File: src/inc/pfm_pkg.sv
/*
  pfm_pkg: register map, field layout, function codes and pin indices of the
  port A / port B pin-function multiplexer.
  assumes: an APB register bus with 32-bit data; only the low byte is used.
*/
`default_nettype none
package pfm_pkg;
  // register byte addresses on the APB window
  localparam logic [11:0] PORT_A_LOW_PIN_SELECT_ADDR = 12'h000;
  localparam logic [11:0] PORT_A_HIGH_PIN_SELECT_ADDR = 12'h004;
  localparam logic [11:0] PORT_B_LOW_PIN_SELECT_ADDR = 12'h008;
  localparam logic [11:0] PORT_B_HIGH_PIN_SELECT_ADDR = 12'h00C;
  localparam logic [7:0] SELECT_RESET = 8'h00;
  localparam logic [31:0] READ_ZERO = 32'h0000_0000;

  // field lsb positions inside a high select register
  localparam int LINE7_SEL_LSB = 6;
  localparam int LINE6_SEL_LSB = 4;
  localparam int LINE5_SEL_LSB = 2;
  localparam int LINE4_SEL_LSB = 0;

  // two-bit function codes
  localparam logic [1:0] CODE_0 = 2'h0;
  localparam logic [1:0] CODE_1 = 2'h1;
  localparam logic [1:0] CODE_2 = 2'h2;
  localparam logic [1:0] CODE_3 = 2'h3;

  // pin index in the internal 8-bit pin vectors
  localparam int LINE_A4 = 0;
  localparam int LINE_A5 = 1;
  localparam int LINE_A6 = 2;
  localparam int LINE_A7 = 3;
  localparam int LINE_B4 = 4;
  localparam int LINE_B5 = 5;
  localparam int LINE_B6 = 6;
  localparam int LINE_B7 = 7;

  // index of each digital peripheral input in the routed vector
  localparam int DI_IRQ0_A7 = 0;
  localparam int DI_TCLK2_A7 = 1;
  localparam int DI_TCLK1_A6 = 2;
  localparam int DI_CAPT_A6 = 3;
  localparam int DI_HALL3_A5 = 4;
  localparam int DI_HALL2_A4 = 5;
  localparam int DI_HALL2_B6 = 6;
  localparam int DI_HALL3_B5 = 7;
  localparam int DI_HALL1_B7 = 8;
  localparam int DI_CAPT_B4 = 9;
  localparam int DI_RX_B4 = 10;
  localparam int DI_WIDTH = 11;

  // index of each analog switch enable
  localparam int AS_CH7 = 0;
  localparam int AS_CH8 = 1;
  localparam int AS_CMP3 = 2;
  localparam int AS_CH2 = 3;
  localparam int AS_CMP2 = 4;
  localparam int AS_CH4 = 5;
  localparam int AS_OPAMP = 6;
  localparam int AS_WIDTH = 7;
endpackage : pfm_pkg
`default_nettype wire

File: src/hw/pfm_port_ab_mux.sv
/*
  pfm_port_ab_mux: APB-programmed pin-function multiplexer for port A and
  port B lines 4 to 7, with four 8-bit selection registers.
  assumes: one 25 MHz clock, pins arrive asynchronously, peripherals and the
  gpio port logic sit on the same clock; pin output enables are active low.
*/
// Design decisions made here: the APB slave port and the register addresses.
`timescale 1ns/1ns
`default_nettype none
module pfm_port_ab_mux (
  // clock and reset
  input wire logic clk_i,
  input wire logic reset_n_i,
  // apb slave
  input wire logic psel_i,
  input wire logic penable_i,
  input wire logic pwrite_i,
  input wire logic [11:0] paddr_i,
  input wire logic [31:0] pwdata_i,
  output logic [31:0] prdata_o,
  output logic pready_o,
  output logic pslverr_o,
  // package pins, index 0..3 = port A lines 4..7, 4..7 = port B lines 4..7
  input wire logic [7:0] pin_i,
  output logic [7:0] pin_o,
  output logic [7:0] pin_oe_n_o,
  // gpio port logic
  input wire logic [7:0] gpio_out_i,
  input wire logic [7:0] gpio_dir_in_i,
  output logic [7:0] gpio_in_o,
  // peripheral outputs toward the pins
  input wire logic timer_pwm_out_0_i,
  input wire logic timer_pwm_out_0_inv_i,
  input wire logic timer_pwm_out_2_i,
  input wire logic timer_pwm_out_2_inv_i,
  input wire logic timer_pwm_out_3_i,
  input wire logic timer_pwm_out_3_inv_i,
  input wire logic hall_a_output_i,
  input wire logic hall_b_output_i,
  input wire logic serial_tx_i,
  input wire logic serial_tx_drive_i,
  // digital peripheral inputs taken from the pins
  output logic ext_irq_in_0_a7_o,
  output logic timer_clock_in_2_a7_o,
  output logic timer_clock_in_1_a6_o,
  output logic capture_timer_in_a6_o,
  output logic capture_timer_in_b4_o,
  output logic hall_in_1_b7_o,
  output logic hall_in_2_a4_o,
  output logic hall_in_2_b6_o,
  output logic hall_in_3_a5_o,
  output logic hall_in_3_b5_o,
  output logic serial_rx_b4_o,
  // analog switch enables
  output logic analog_ch_7_sel_o,
  output logic analog_ch_8_sel_o,
  output logic analog_ch_2_sel_o,
  output logic analog_ch_4_sel_o,
  output logic comparator3_pos_in_sel_o,
  output logic comparator2_pos_in_sel_o,
  output logic opamp_output_sel_o
);

  typedef struct packed {
    logic [7:0] port_a_low_pin_select;
    logic [7:0] port_a_high_pin_select;
    logic [7:0] port_b_low_pin_select;
    logic [7:0] port_b_high_pin_select;
    logic [7:0] sync1;
    logic [7:0] sync2;
    logic [7:0] gpio_in;
    logic [7:0] pin_out;
    logic [7:0] pin_oe_n;
    logic [pfm_pkg::DI_WIDTH-1:0] dig_in;
    logic [pfm_pkg::AS_WIDTH-1:0] ana_sel;
    logic pready;
    logic pslverr;
    logic [31:0] prdata;
  } pfm_state_type;

  pfm_state_type state_q;
  pfm_state_type state_d;

  function automatic logic [1:0] field(input logic [7:0] reg_val, input int lsb);
    field = reg_val[lsb +: 2];
  endfunction : field

  function automatic logic addr_hit(input logic [11:0] addr);
    addr_hit = (addr == pfm_pkg::PORT_A_LOW_PIN_SELECT_ADDR) ||
               (addr == pfm_pkg::PORT_A_HIGH_PIN_SELECT_ADDR) ||
               (addr == pfm_pkg::PORT_B_LOW_PIN_SELECT_ADDR) ||
               (addr == pfm_pkg::PORT_B_HIGH_PIN_SELECT_ADDR);
  endfunction : addr_hit

  logic [1:0] sel_a7;
  logic [1:0] sel_a6;
  logic [1:0] sel_a5;
  logic [1:0] sel_a4;
  logic [1:0] sel_b7;
  logic [1:0] sel_b6;
  logic [1:0] sel_b5;
  logic [1:0] sel_b4;
  logic setup_phase;
  logic access_done;

  assign sel_a7 = field(state_q.port_a_high_pin_select, pfm_pkg::LINE7_SEL_LSB);
  assign sel_a6 = field(state_q.port_a_high_pin_select, pfm_pkg::LINE6_SEL_LSB);
  assign sel_a5 = field(state_q.port_a_high_pin_select, pfm_pkg::LINE5_SEL_LSB);
  assign sel_a4 = field(state_q.port_a_high_pin_select, pfm_pkg::LINE4_SEL_LSB);
  assign sel_b7 = field(state_q.port_b_high_pin_select, pfm_pkg::LINE7_SEL_LSB);
  assign sel_b6 = field(state_q.port_b_high_pin_select, pfm_pkg::LINE6_SEL_LSB);
  assign sel_b5 = field(state_q.port_b_high_pin_select, pfm_pkg::LINE5_SEL_LSB);
  assign sel_b4 = field(state_q.port_b_high_pin_select, pfm_pkg::LINE4_SEL_LSB);

  // one wait-free access phase: pready is raised by the setup cycle
  assign setup_phase = psel_i && !penable_i && !state_q.pready;
  assign access_done = psel_i && penable_i && state_q.pready;

  always_comb begin
    state_d = state_q;

    // pins are asynchronous; only sync2 feeds any logic
    state_d.sync1 = pin_i;
    state_d.sync2 = state_q.sync1;
    state_d.gpio_in = state_q.sync2;

    // apb register access
    state_d.pready = setup_phase;
    if (setup_phase) begin
      state_d.pslverr = !addr_hit(paddr_i);
      case (paddr_i)
        pfm_pkg::PORT_A_LOW_PIN_SELECT_ADDR: state_d.prdata = {24'h00_0000, state_q.port_a_low_pin_select};
        pfm_pkg::PORT_A_HIGH_PIN_SELECT_ADDR: state_d.prdata = {24'h00_0000, state_q.port_a_high_pin_select};
        pfm_pkg::PORT_B_LOW_PIN_SELECT_ADDR: state_d.prdata = {24'h00_0000, state_q.port_b_low_pin_select};
        pfm_pkg::PORT_B_HIGH_PIN_SELECT_ADDR: state_d.prdata = {24'h00_0000, state_q.port_b_high_pin_select};
        default: state_d.prdata = pfm_pkg::READ_ZERO;
      endcase
    end else if (access_done) begin
      state_d.pslverr = 1'b0;
      state_d.prdata = pfm_pkg::READ_ZERO;
    end
    if (access_done && pwrite_i) begin
      case (paddr_i)
        pfm_pkg::PORT_A_LOW_PIN_SELECT_ADDR: state_d.port_a_low_pin_select = pwdata_i[7:0];
        pfm_pkg::PORT_A_HIGH_PIN_SELECT_ADDR: state_d.port_a_high_pin_select = pwdata_i[7:0];
        pfm_pkg::PORT_B_LOW_PIN_SELECT_ADDR: state_d.port_b_low_pin_select = pwdata_i[7:0];
        pfm_pkg::PORT_B_HIGH_PIN_SELECT_ADDR: state_d.port_b_high_pin_select = pwdata_i[7:0];
        default: state_d.pslverr = 1'b0;
      endcase
    end

    // default: every line is gpio, analog switches open, routed inputs low
    state_d.pin_out = gpio_out_i;
    state_d.pin_oe_n = gpio_dir_in_i;
    state_d.dig_in = '0;
    state_d.ana_sel = '0;

    // port A line 7
    case (sel_a7)
      pfm_pkg::CODE_0: begin
        // shared digital inputs only see the pin when it is set as input
        state_d.dig_in[pfm_pkg::DI_IRQ0_A7] = state_q.sync2[pfm_pkg::LINE_A7] && gpio_dir_in_i[pfm_pkg::LINE_A7];
        state_d.dig_in[pfm_pkg::DI_TCLK2_A7] = state_q.sync2[pfm_pkg::LINE_A7] && gpio_dir_in_i[pfm_pkg::LINE_A7];
      end
      pfm_pkg::CODE_1: begin
        state_d.ana_sel[pfm_pkg::AS_CH7] = 1'b1;
        state_d.pin_oe_n[pfm_pkg::LINE_A7] = 1'b1;
      end
      pfm_pkg::CODE_2: begin
        state_d.pin_out[pfm_pkg::LINE_A7] = timer_pwm_out_0_i;
        state_d.pin_oe_n[pfm_pkg::LINE_A7] = 1'b0;
      end
      default: begin
        state_d.pin_out[pfm_pkg::LINE_A7] = timer_pwm_out_0_inv_i;
        state_d.pin_oe_n[pfm_pkg::LINE_A7] = 1'b0;
      end
    endcase

    // port A line 6
    case (sel_a6)
      pfm_pkg::CODE_0: begin
        state_d.dig_in[pfm_pkg::DI_TCLK1_A6] = state_q.sync2[pfm_pkg::LINE_A6] && gpio_dir_in_i[pfm_pkg::LINE_A6];
        state_d.dig_in[pfm_pkg::DI_CAPT_A6] = state_q.sync2[pfm_pkg::LINE_A6] && gpio_dir_in_i[pfm_pkg::LINE_A6];
      end
      pfm_pkg::CODE_1: begin
        state_d.ana_sel[pfm_pkg::AS_CH8] = 1'b1;
        state_d.pin_oe_n[pfm_pkg::LINE_A6] = 1'b1;
      end
      pfm_pkg::CODE_2: begin
        state_d.pin_out[pfm_pkg::LINE_A6] = timer_pwm_out_2_i;
        state_d.pin_oe_n[pfm_pkg::LINE_A6] = 1'b0;
      end
      default: begin
        state_d.pin_out[pfm_pkg::LINE_A6] = hall_b_output_i;
        state_d.pin_oe_n[pfm_pkg::LINE_A6] = 1'b0;
      end
    endcase

    // port A line 5
    case (sel_a5)
      pfm_pkg::CODE_1: begin
        state_d.ana_sel[pfm_pkg::AS_CMP3] = 1'b1;
        state_d.pin_oe_n[pfm_pkg::LINE_A5] = 1'b1;
      end
      pfm_pkg::CODE_2: begin
        state_d.ana_sel[pfm_pkg::AS_CH2] = 1'b1;
        state_d.pin_oe_n[pfm_pkg::LINE_A5] = 1'b1;
      end
      default: begin
        state_d.dig_in[pfm_pkg::DI_HALL3_A5] = state_q.sync2[pfm_pkg::LINE_A5] && gpio_dir_in_i[pfm_pkg::LINE_A5];
      end
    endcase

    // port A line 4
    case (sel_a4)
      pfm_pkg::CODE_1: begin
        state_d.ana_sel[pfm_pkg::AS_CMP2] = 1'b1;
        state_d.pin_oe_n[pfm_pkg::LINE_A4] = 1'b1;
      end
      pfm_pkg::CODE_2: begin
        state_d.ana_sel[pfm_pkg::AS_CH4] = 1'b1;
        state_d.pin_oe_n[pfm_pkg::LINE_A4] = 1'b1;
      end
      default: begin
        state_d.dig_in[pfm_pkg::DI_HALL2_A4] = state_q.sync2[pfm_pkg::LINE_A4] && gpio_dir_in_i[pfm_pkg::LINE_A4];
      end
    endcase

    // port B line 7; code 00 is treated like 11, as gpio with hall 1
    case (sel_b7)
      pfm_pkg::CODE_1: begin
        state_d.pin_out[pfm_pkg::LINE_B7] = timer_pwm_out_2_i;
        state_d.pin_oe_n[pfm_pkg::LINE_B7] = 1'b0;
      end
      pfm_pkg::CODE_2: begin
        state_d.pin_out[pfm_pkg::LINE_B7] = timer_pwm_out_2_inv_i;
        state_d.pin_oe_n[pfm_pkg::LINE_B7] = 1'b0;
      end
      default: begin
        state_d.dig_in[pfm_pkg::DI_HALL1_B7] = state_q.sync2[pfm_pkg::LINE_B7] && gpio_dir_in_i[pfm_pkg::LINE_B7];
      end
    endcase

    // port B line 6
    case (sel_b6)
      pfm_pkg::CODE_0: begin
        state_d.dig_in[pfm_pkg::DI_HALL2_B6] = state_q.sync2[pfm_pkg::LINE_B6] && gpio_dir_in_i[pfm_pkg::LINE_B6];
      end
      pfm_pkg::CODE_1: begin
        state_d.pin_out[pfm_pkg::LINE_B6] = timer_pwm_out_3_i;
        state_d.pin_oe_n[pfm_pkg::LINE_B6] = 1'b0;
      end
      pfm_pkg::CODE_2: begin
        state_d.pin_out[pfm_pkg::LINE_B6] = timer_pwm_out_3_inv_i;
        state_d.pin_oe_n[pfm_pkg::LINE_B6] = 1'b0;
      end
      default: begin
        // op-amp drives the pin through its own analog path
        state_d.ana_sel[pfm_pkg::AS_OPAMP] = 1'b1;
        state_d.pin_oe_n[pfm_pkg::LINE_B6] = 1'b1;
      end
    endcase

    // port B line 5
    case (sel_b5)
      pfm_pkg::CODE_0: begin
        state_d.dig_in[pfm_pkg::DI_HALL3_B5] = state_q.sync2[pfm_pkg::LINE_B5] && gpio_dir_in_i[pfm_pkg::LINE_B5];
      end
      pfm_pkg::CODE_1: begin
        state_d.pin_out[pfm_pkg::LINE_B5] = timer_pwm_out_0_i;
        state_d.pin_oe_n[pfm_pkg::LINE_B5] = 1'b0;
      end
      pfm_pkg::CODE_2: begin
        state_d.pin_out[pfm_pkg::LINE_B5] = hall_a_output_i;
        state_d.pin_oe_n[pfm_pkg::LINE_B5] = 1'b0;
      end
      default: begin
        state_d.pin_out[pfm_pkg::LINE_B5] = serial_tx_i;
        state_d.pin_oe_n[pfm_pkg::LINE_B5] = 1'b0;
      end
    endcase

    // port B line 4
    case (sel_b4)
      pfm_pkg::CODE_1: begin
        state_d.pin_out[pfm_pkg::LINE_B4] = timer_pwm_out_0_i;
        state_d.pin_oe_n[pfm_pkg::LINE_B4] = 1'b0;
      end
      pfm_pkg::CODE_2: begin
        // single-wire serial: the uart turns the line round itself
        state_d.pin_out[pfm_pkg::LINE_B4] = serial_tx_i;
        state_d.pin_oe_n[pfm_pkg::LINE_B4] = !serial_tx_drive_i;
        state_d.dig_in[pfm_pkg::DI_RX_B4] = state_q.sync2[pfm_pkg::LINE_B4];
      end
      default: begin
        state_d.dig_in[pfm_pkg::DI_CAPT_B4] = state_q.sync2[pfm_pkg::LINE_B4] && gpio_dir_in_i[pfm_pkg::LINE_B4];
      end
    endcase
  end

  always_ff @(posedge clk_i or negedge reset_n_i) begin
    if (!reset_n_i) begin
      state_q <= '0;
      state_q.port_a_low_pin_select <= pfm_pkg::SELECT_RESET;
      state_q.port_a_high_pin_select <= pfm_pkg::SELECT_RESET;
      state_q.port_b_low_pin_select <= pfm_pkg::SELECT_RESET;
      state_q.port_b_high_pin_select <= pfm_pkg::SELECT_RESET;
      // pins stay released until the first clocked update
      state_q.pin_oe_n <= 8'hFF;
    end else begin
      state_q <= state_d;
    end
  end

  assign prdata_o = state_q.prdata;
  assign pready_o = state_q.pready;
  assign pslverr_o = state_q.pslverr;
  assign pin_o = state_q.pin_out;
  assign pin_oe_n_o = state_q.pin_oe_n;
  assign gpio_in_o = state_q.gpio_in;
  assign ext_irq_in_0_a7_o = state_q.dig_in[pfm_pkg::DI_IRQ0_A7];
  assign timer_clock_in_2_a7_o = state_q.dig_in[pfm_pkg::DI_TCLK2_A7];
  assign timer_clock_in_1_a6_o = state_q.dig_in[pfm_pkg::DI_TCLK1_A6];
  assign capture_timer_in_a6_o = state_q.dig_in[pfm_pkg::DI_CAPT_A6];
  assign capture_timer_in_b4_o = state_q.dig_in[pfm_pkg::DI_CAPT_B4];
  assign hall_in_1_b7_o = state_q.dig_in[pfm_pkg::DI_HALL1_B7];
  assign hall_in_2_a4_o = state_q.dig_in[pfm_pkg::DI_HALL2_A4];
  assign hall_in_2_b6_o = state_q.dig_in[pfm_pkg::DI_HALL2_B6];
  assign hall_in_3_a5_o = state_q.dig_in[pfm_pkg::DI_HALL3_A5];
  assign hall_in_3_b5_o = state_q.dig_in[pfm_pkg::DI_HALL3_B5];
  assign serial_rx_b4_o = state_q.dig_in[pfm_pkg::DI_RX_B4];
  assign analog_ch_7_sel_o = state_q.ana_sel[pfm_pkg::AS_CH7];
  assign analog_ch_8_sel_o = state_q.ana_sel[pfm_pkg::AS_CH8];
  assign analog_ch_2_sel_o = state_q.ana_sel[pfm_pkg::AS_CH2];
  assign analog_ch_4_sel_o = state_q.ana_sel[pfm_pkg::AS_CH4];
  assign comparator3_pos_in_sel_o = state_q.ana_sel[pfm_pkg::AS_CMP3];
  assign comparator2_pos_in_sel_o = state_q.ana_sel[pfm_pkg::AS_CMP2];
  assign opamp_output_sel_o = state_q.ana_sel[pfm_pkg::AS_OPAMP];

endmodule : pfm_port_ab_mux
`default_nettype wire

File: config.mk
export PLATFORM = sky130hd
export DESIGN_NAME = pfm_port_ab_mux
export DESIGN_NICKNAME = d
export VERILOG_FILES = /design/src/inc/pfm_pkg.sv /design/src/hw/pfm_port_ab_mux.sv
export SDC_FILE = /design/constraint.sdc
export NUM_CORES = 1
export LEC_CHECK = 0
export BUFFER_PORTS_ARGS = -buffer_cell sky130_fd_sc_hd__buf_2
export CORE_MARGIN = 3
export CORE_UTILIZATION = 40
export DETAILED_ROUTE_END_ITERATION = 6
export GPL_ROUTABILITY_DRIVEN = 0
export HOLD_SLACK_MARGIN = 0.03
export PLACE_DENSITY = 0.7
export SYNTH_ARGS = -nofsm -noshare
export SYNTH_HDL_FRONTEND = slang
export SYNTH_SLANG_ARGS = --single-unit
export TNS_END_PERCENT = 20
File: constraint.sdc
create_clock -name clk_i -period 1.7 [get_ports clk_i]
set_input_delay 0.255 -clock clk_i [delete_from_list [all_inputs] [get_ports clk_i]]
set_output_delay 0.255 -clock clk_i [all_outputs]
set_load 0.005 [all_outputs]
---- Word level (Yosys, flattened, before mapping) ----
Index checks and enable logic that the tools add are counted.
cells by class
  eq/ne operators ......................... 19
  reduce and logical (&&, ||, !) cells .... 39
  mux-type cells .......................... 35
operators with widths
  cell                   count
  $mux W33               2
  $pmux W8 S4            1
  $eq A12 B4 Y1 const B  2
  $mux W1                20
  $pmux W1 S2            9
  $eq A2 B1 Y1 const B   8
  $eq A2 B2 Y1 const B   8
  $reduce_or A2 Y1       7
  $logic_and A1 B1 Y1    13
  $eq A12 B3 Y1 const B  1
  $logic_not A12 Y1      1
  $logic_not A2 Y1       4
  $reduce_and A2 Y1      4
  $logic_not A1 Y1       4
  $mux W2                2
  $reduce_or A4 Y1       1
  $logic_or A1 B1 Y1     3
  $pmux W1 S3            1
  $reduce_or A3 Y1       1
  $reduce_bool A2 Y1     1
storage, ports and cells
  output and inout bits ................... 76
  register bits after elaboration ......... 124

---- Logic depth before layout (Yosys ltp) ----
  depth in word-level cells ............... 8
  depth in mapped cells ................... 4
  depth with buffers taken out ............ 4

---- Worst setup path after synthesis ----
No wires, ideal clock.
  kind .................................... input to register
  start point ............................. in paddr_i[5]
  end point ............................... reg state_q, in the netlist sel_b4[0]
  cell stages on the path ................. 4
  slack ................................... -222 ps
  arrival ................................. 1798 ps
  buffers on the path ..................... 1
  cells stage by stage .................... or4_1 > buf_4 > nor4_4 > mux2_2
on the way
  cells in the longest elaborated chain, start to end .. 2
RTL lines
  item                                line                    text
  start, declared                     pfm_port_ab_mux.sv:18   input wire logic [11:0] paddr_i,
  $eq A12 B4 Y1                       pfm_port_ab_mux.sv:143  case (paddr_i)
  $reduce_and A2 Y1 (no source line)  -
  end signal, assigned                pfm_port_ab_mux.sv:311  state_q <= state_d;
  end, declared                       pfm_port_ab_mux.sv:81   pfm_state_type state_q;
Every way passes these cells.
A chain may end at the register's enable or synchronous reset.

---- Worst setup path in the final report ----
  start point ............................. reg state_q, in the netlist pready_o
  end point ............................... reg state_q, in the netlist sel_a5[0]
on the way
  cells in the longest elaborated chain, start to end .. 3
RTL lines
  item                                line                    text
  $logic_and A1 B1 Y1                 pfm_port_ab_mux.sv:117  assign access_done = psel_i && penable_i && state_q.pready;
  $logic_and A1 B1 Y1                 pfm_port_ab_mux.sv:142  if (access_done && pwrite_i) begin
  $reduce_and A2 Y1 (no source line)  -
Every way passes these cells.

==> metrics <==
status=finished, final reports clean; number of synthesized flops with an enable pin=0; Yosys top cell area share=53.8%; mean post-synth cell area=14.2 sq um; first-pass GRT wire length=about 13,000 um; Area contributors post-synth=dfrtp_1 54%, buf_4 11%, mux2_2 8.1%; xor and xnor area share after synthesis=0%; largest net degree at the start of global routing=41; Cells after DPL=about 520; max-cap violations=0; clock root buffer=clkbuf_8; Finish-stage setup viols=0; Max Freq=630 MHz; area occupied by multi-input gates=around 0.0013 sq mm; Post-Synthesis Cells=approximately 300; clock skew=about 0.0034 ns; synth warn=0; register share of total power=54.0%; slowest stage delay, CP=0.41 ns; TNS Setup=0 ns; port bufs=110; Synth Flop Type=dfrtp_1; largest family of logic cells by synthesized area=multiplexers; Period minus WS final=between 1.5 and 2 ns; Hold Vio Cnt, Final=0; NetSw=0.927 mW; FP Rows=36; Worst setup EP type=flip-flop; Synth Area in Simple Gates=a little over 8%; Finished Layout Cells=544; commonest cells in the netlist=90 x dfrtp_1, 59 x buf_4, 30 x mux2_2; DRT Wirelength=7760 um; worst hold margin=roughly 0.11 ns; top cell type by total area after synthesis=dfrtp_1; Chip Height=108 um; layout cell share with drive strength beyond 1=around half; max-slew violations=0; Critical Path Most Common Cell=buf_4; WP data required=around 1.9 ns; largest delay contributor family on the critical path=flip-flops; n_diodes=0; gr ovfl total=0; top-count cell post-synth=dfrtp_1; Initial Utilization=42.1%; die area=~0.012 sq mm; Critical Path Source Type=flip-flop; CP Max Fanout=5; power per cell area=slightly below 900 mW/mm^2; CTS tree=built; multiplexer share of the synthesized area=13.9%; Synth Register Bits=98; WL/cell=between 10 and 15 um; initial antenna violation count=0; leakage power=2.63 nW; Distinct cells, synth=35; number of DRC markers in iteration 0=between 90 and 100; fin crit share=~93%; final-stage net count=between 500 and 600; Area Overhead vs Synth=21.1%; ys async rst share=100%; DRC Markers=0; Setup CP Type=flip-flop to flip-flop; sequential element share of the synthesized area=approximately 60%; CP Buf/Inv Count=2; Die Wd=108 um; Worst-path clk slew=~0.090 ns; RSZ-0062 raised after global routing=no; First-pass DRT Iterations=4; Via density=roughly 4.5; final core utilization=between 50 and 60%; Post-Synth Adder-Cell Area=3.58%; antenna viol nets, final=0; final setup margin=between 0.1 and 0.15 ns; Longest Clk Path Bufs=2; Compound-Gate Fraction of Synth Area=3.43%; CP max stage cell=dfrtp_1; cells along the critical path=nand4_1, buf_4, nor4_4, buf_4, mux2_2; H-tree levels=3; combinational share of power=6.8%; CP arrival=1.82 ns; core area=~0.01 sq mm; Hold WC Path Type=input port to flip-flop; Setup Buffers After CTS=0; maximum VDD drop=approximately 480 uV; Clk Latency, worst-skew pair=0.34 ns; CTS Sinks=98; Post-Syn Area=between 0.004 and 0.005 sq mm; P_int=3.55 mW; DP Worst Slack=-0.279 ns; DP HPWL=between 5000 and 6000 um; vias in the first global route=around 2,600; Tot GR Track Use=between 10% and 20%; Reg area=~0.0025 sq mm; Sw Ratio=approximately a fifth; vias=about 2,500; clock network power share=39.2%; fillers=897; cts bufs inserted=9; Top Ports=around 160
## path summary, 6_finish.rpt
check / startpoint / endpoint / slack [ns] / depth (start not counted)
hold / removal: gpio_out_i[7] / pin_o[7] / 0.11 / 3
setup / recovery: pready_o / sel_a5[0] / 0.11 / 5
setup reg to reg: pready_o / sel_a5[0] / 0.11 / 5
max in group asynchronous: reset_n_i / pin_oe_n_o[4] / 0.73 / 3
min in group asynchronous: reset_n_i / gpio_in_o[6] / 0.36 / 2
hold reg to reg: state_d[83] / state_d[75] / 0.35 / 0
## power by group through the flow
stage	Combinational (mW)	Sequential [mW]	Clock [mW]
after floorplan	0.169	2.46	0
after global placement	0.282	2.46	0
after detailed placement	0.290	2.46	0
after CTS	0.310	2.42	1.82
after global routing	0.343	2.43	1.93
final	0.304	2.42	1.76
## area by class of cell
| cell class | count | area share, % |
|---|---|---|
| multi-input cells | 145 | 26.3 |
| inverters | 12 | 0.888 |
| clock buffers | 10 | 2.71 |
| well taps | 133 | 3.28 |
| flip-flops and latches | 98 | 48.6 |
| repair buffers | 141 | 16.3 |
| clock inverters | 5 | 2.02 |
## placed cells by master (no fill, tap or decap), types with 10 or more instances in the layout
cell type and count:
dlygate4sd3_1 11, clkbuf_8 10, dfrtp_1 90, mux2_2 27, buf_4 20, buf_2 109, inv_1 12, ha_1 12
conb_1 24
## routing by layer
| layer | global-route usage, % | part of all wire (%) | up-vias | wire length [um] |
|---|---|---|---|---|
| met1 | 16.8 | 40 | 1216 | 3100 |
| met4 | 5.86 | 2.0 | 0 | 153 |
| li1 | - | - | 1160 | - |
| met5 | 0 | 0 | - | 0 |
| met2 | 24.3 | 53 | 76 | 4080 |
| met3 | 2.99 | 5.5 | 12 | 429 |
## through the flow
step	power, mW	instance area (sq um)
2_1_floorplan	2.63	4310
3_3_place_gp	2.74	4720
3_5_place_dp	2.75	4720
4_1_cts	4.55	5070
5_1_grt	4.70	5070
6_report	4.48	5070
## sequential cells by signal, indices dropped and copies added, names as in the netlist, 2 cells and up
signal	cells
state_d	16
pin_oe_n_o	8
gpio_in_o	8
prdata_o	8
sel_b5	2
sel_b7	2
state_q	16
sel_b4	2
sel_a6	2
sel_a7	2
sel_a4	2
pin_o	8
sel_b6	2
sel_a5	2
## repair_timing
action                                  4_1_cts  5_1_grt
resized for setup                             0        1
hold endpoints to repair                     31        0
hold buffers                                 11        0
endpoints found under the setup margin        0        8
## kinds of logic (layout without fill, tap and decap cells)
kind of cell             after synthesis  in the layout
AO/OA/AOI/OAI                         20             20
adder cells (fa/ha/maj)               12             12
buffers and inverters                 75            168
flip-flops                            98             98
multiplexers                          43             43
other                                  1             24
AND/OR/NAND/NOR                       46             46
## tightest hold or removal path: stages
cell and delay (ns):
buf_2 0.07, nand2_1 0.04, o21ai_0 0.06
Note: power is estimated with default switching activity, not from simulation.
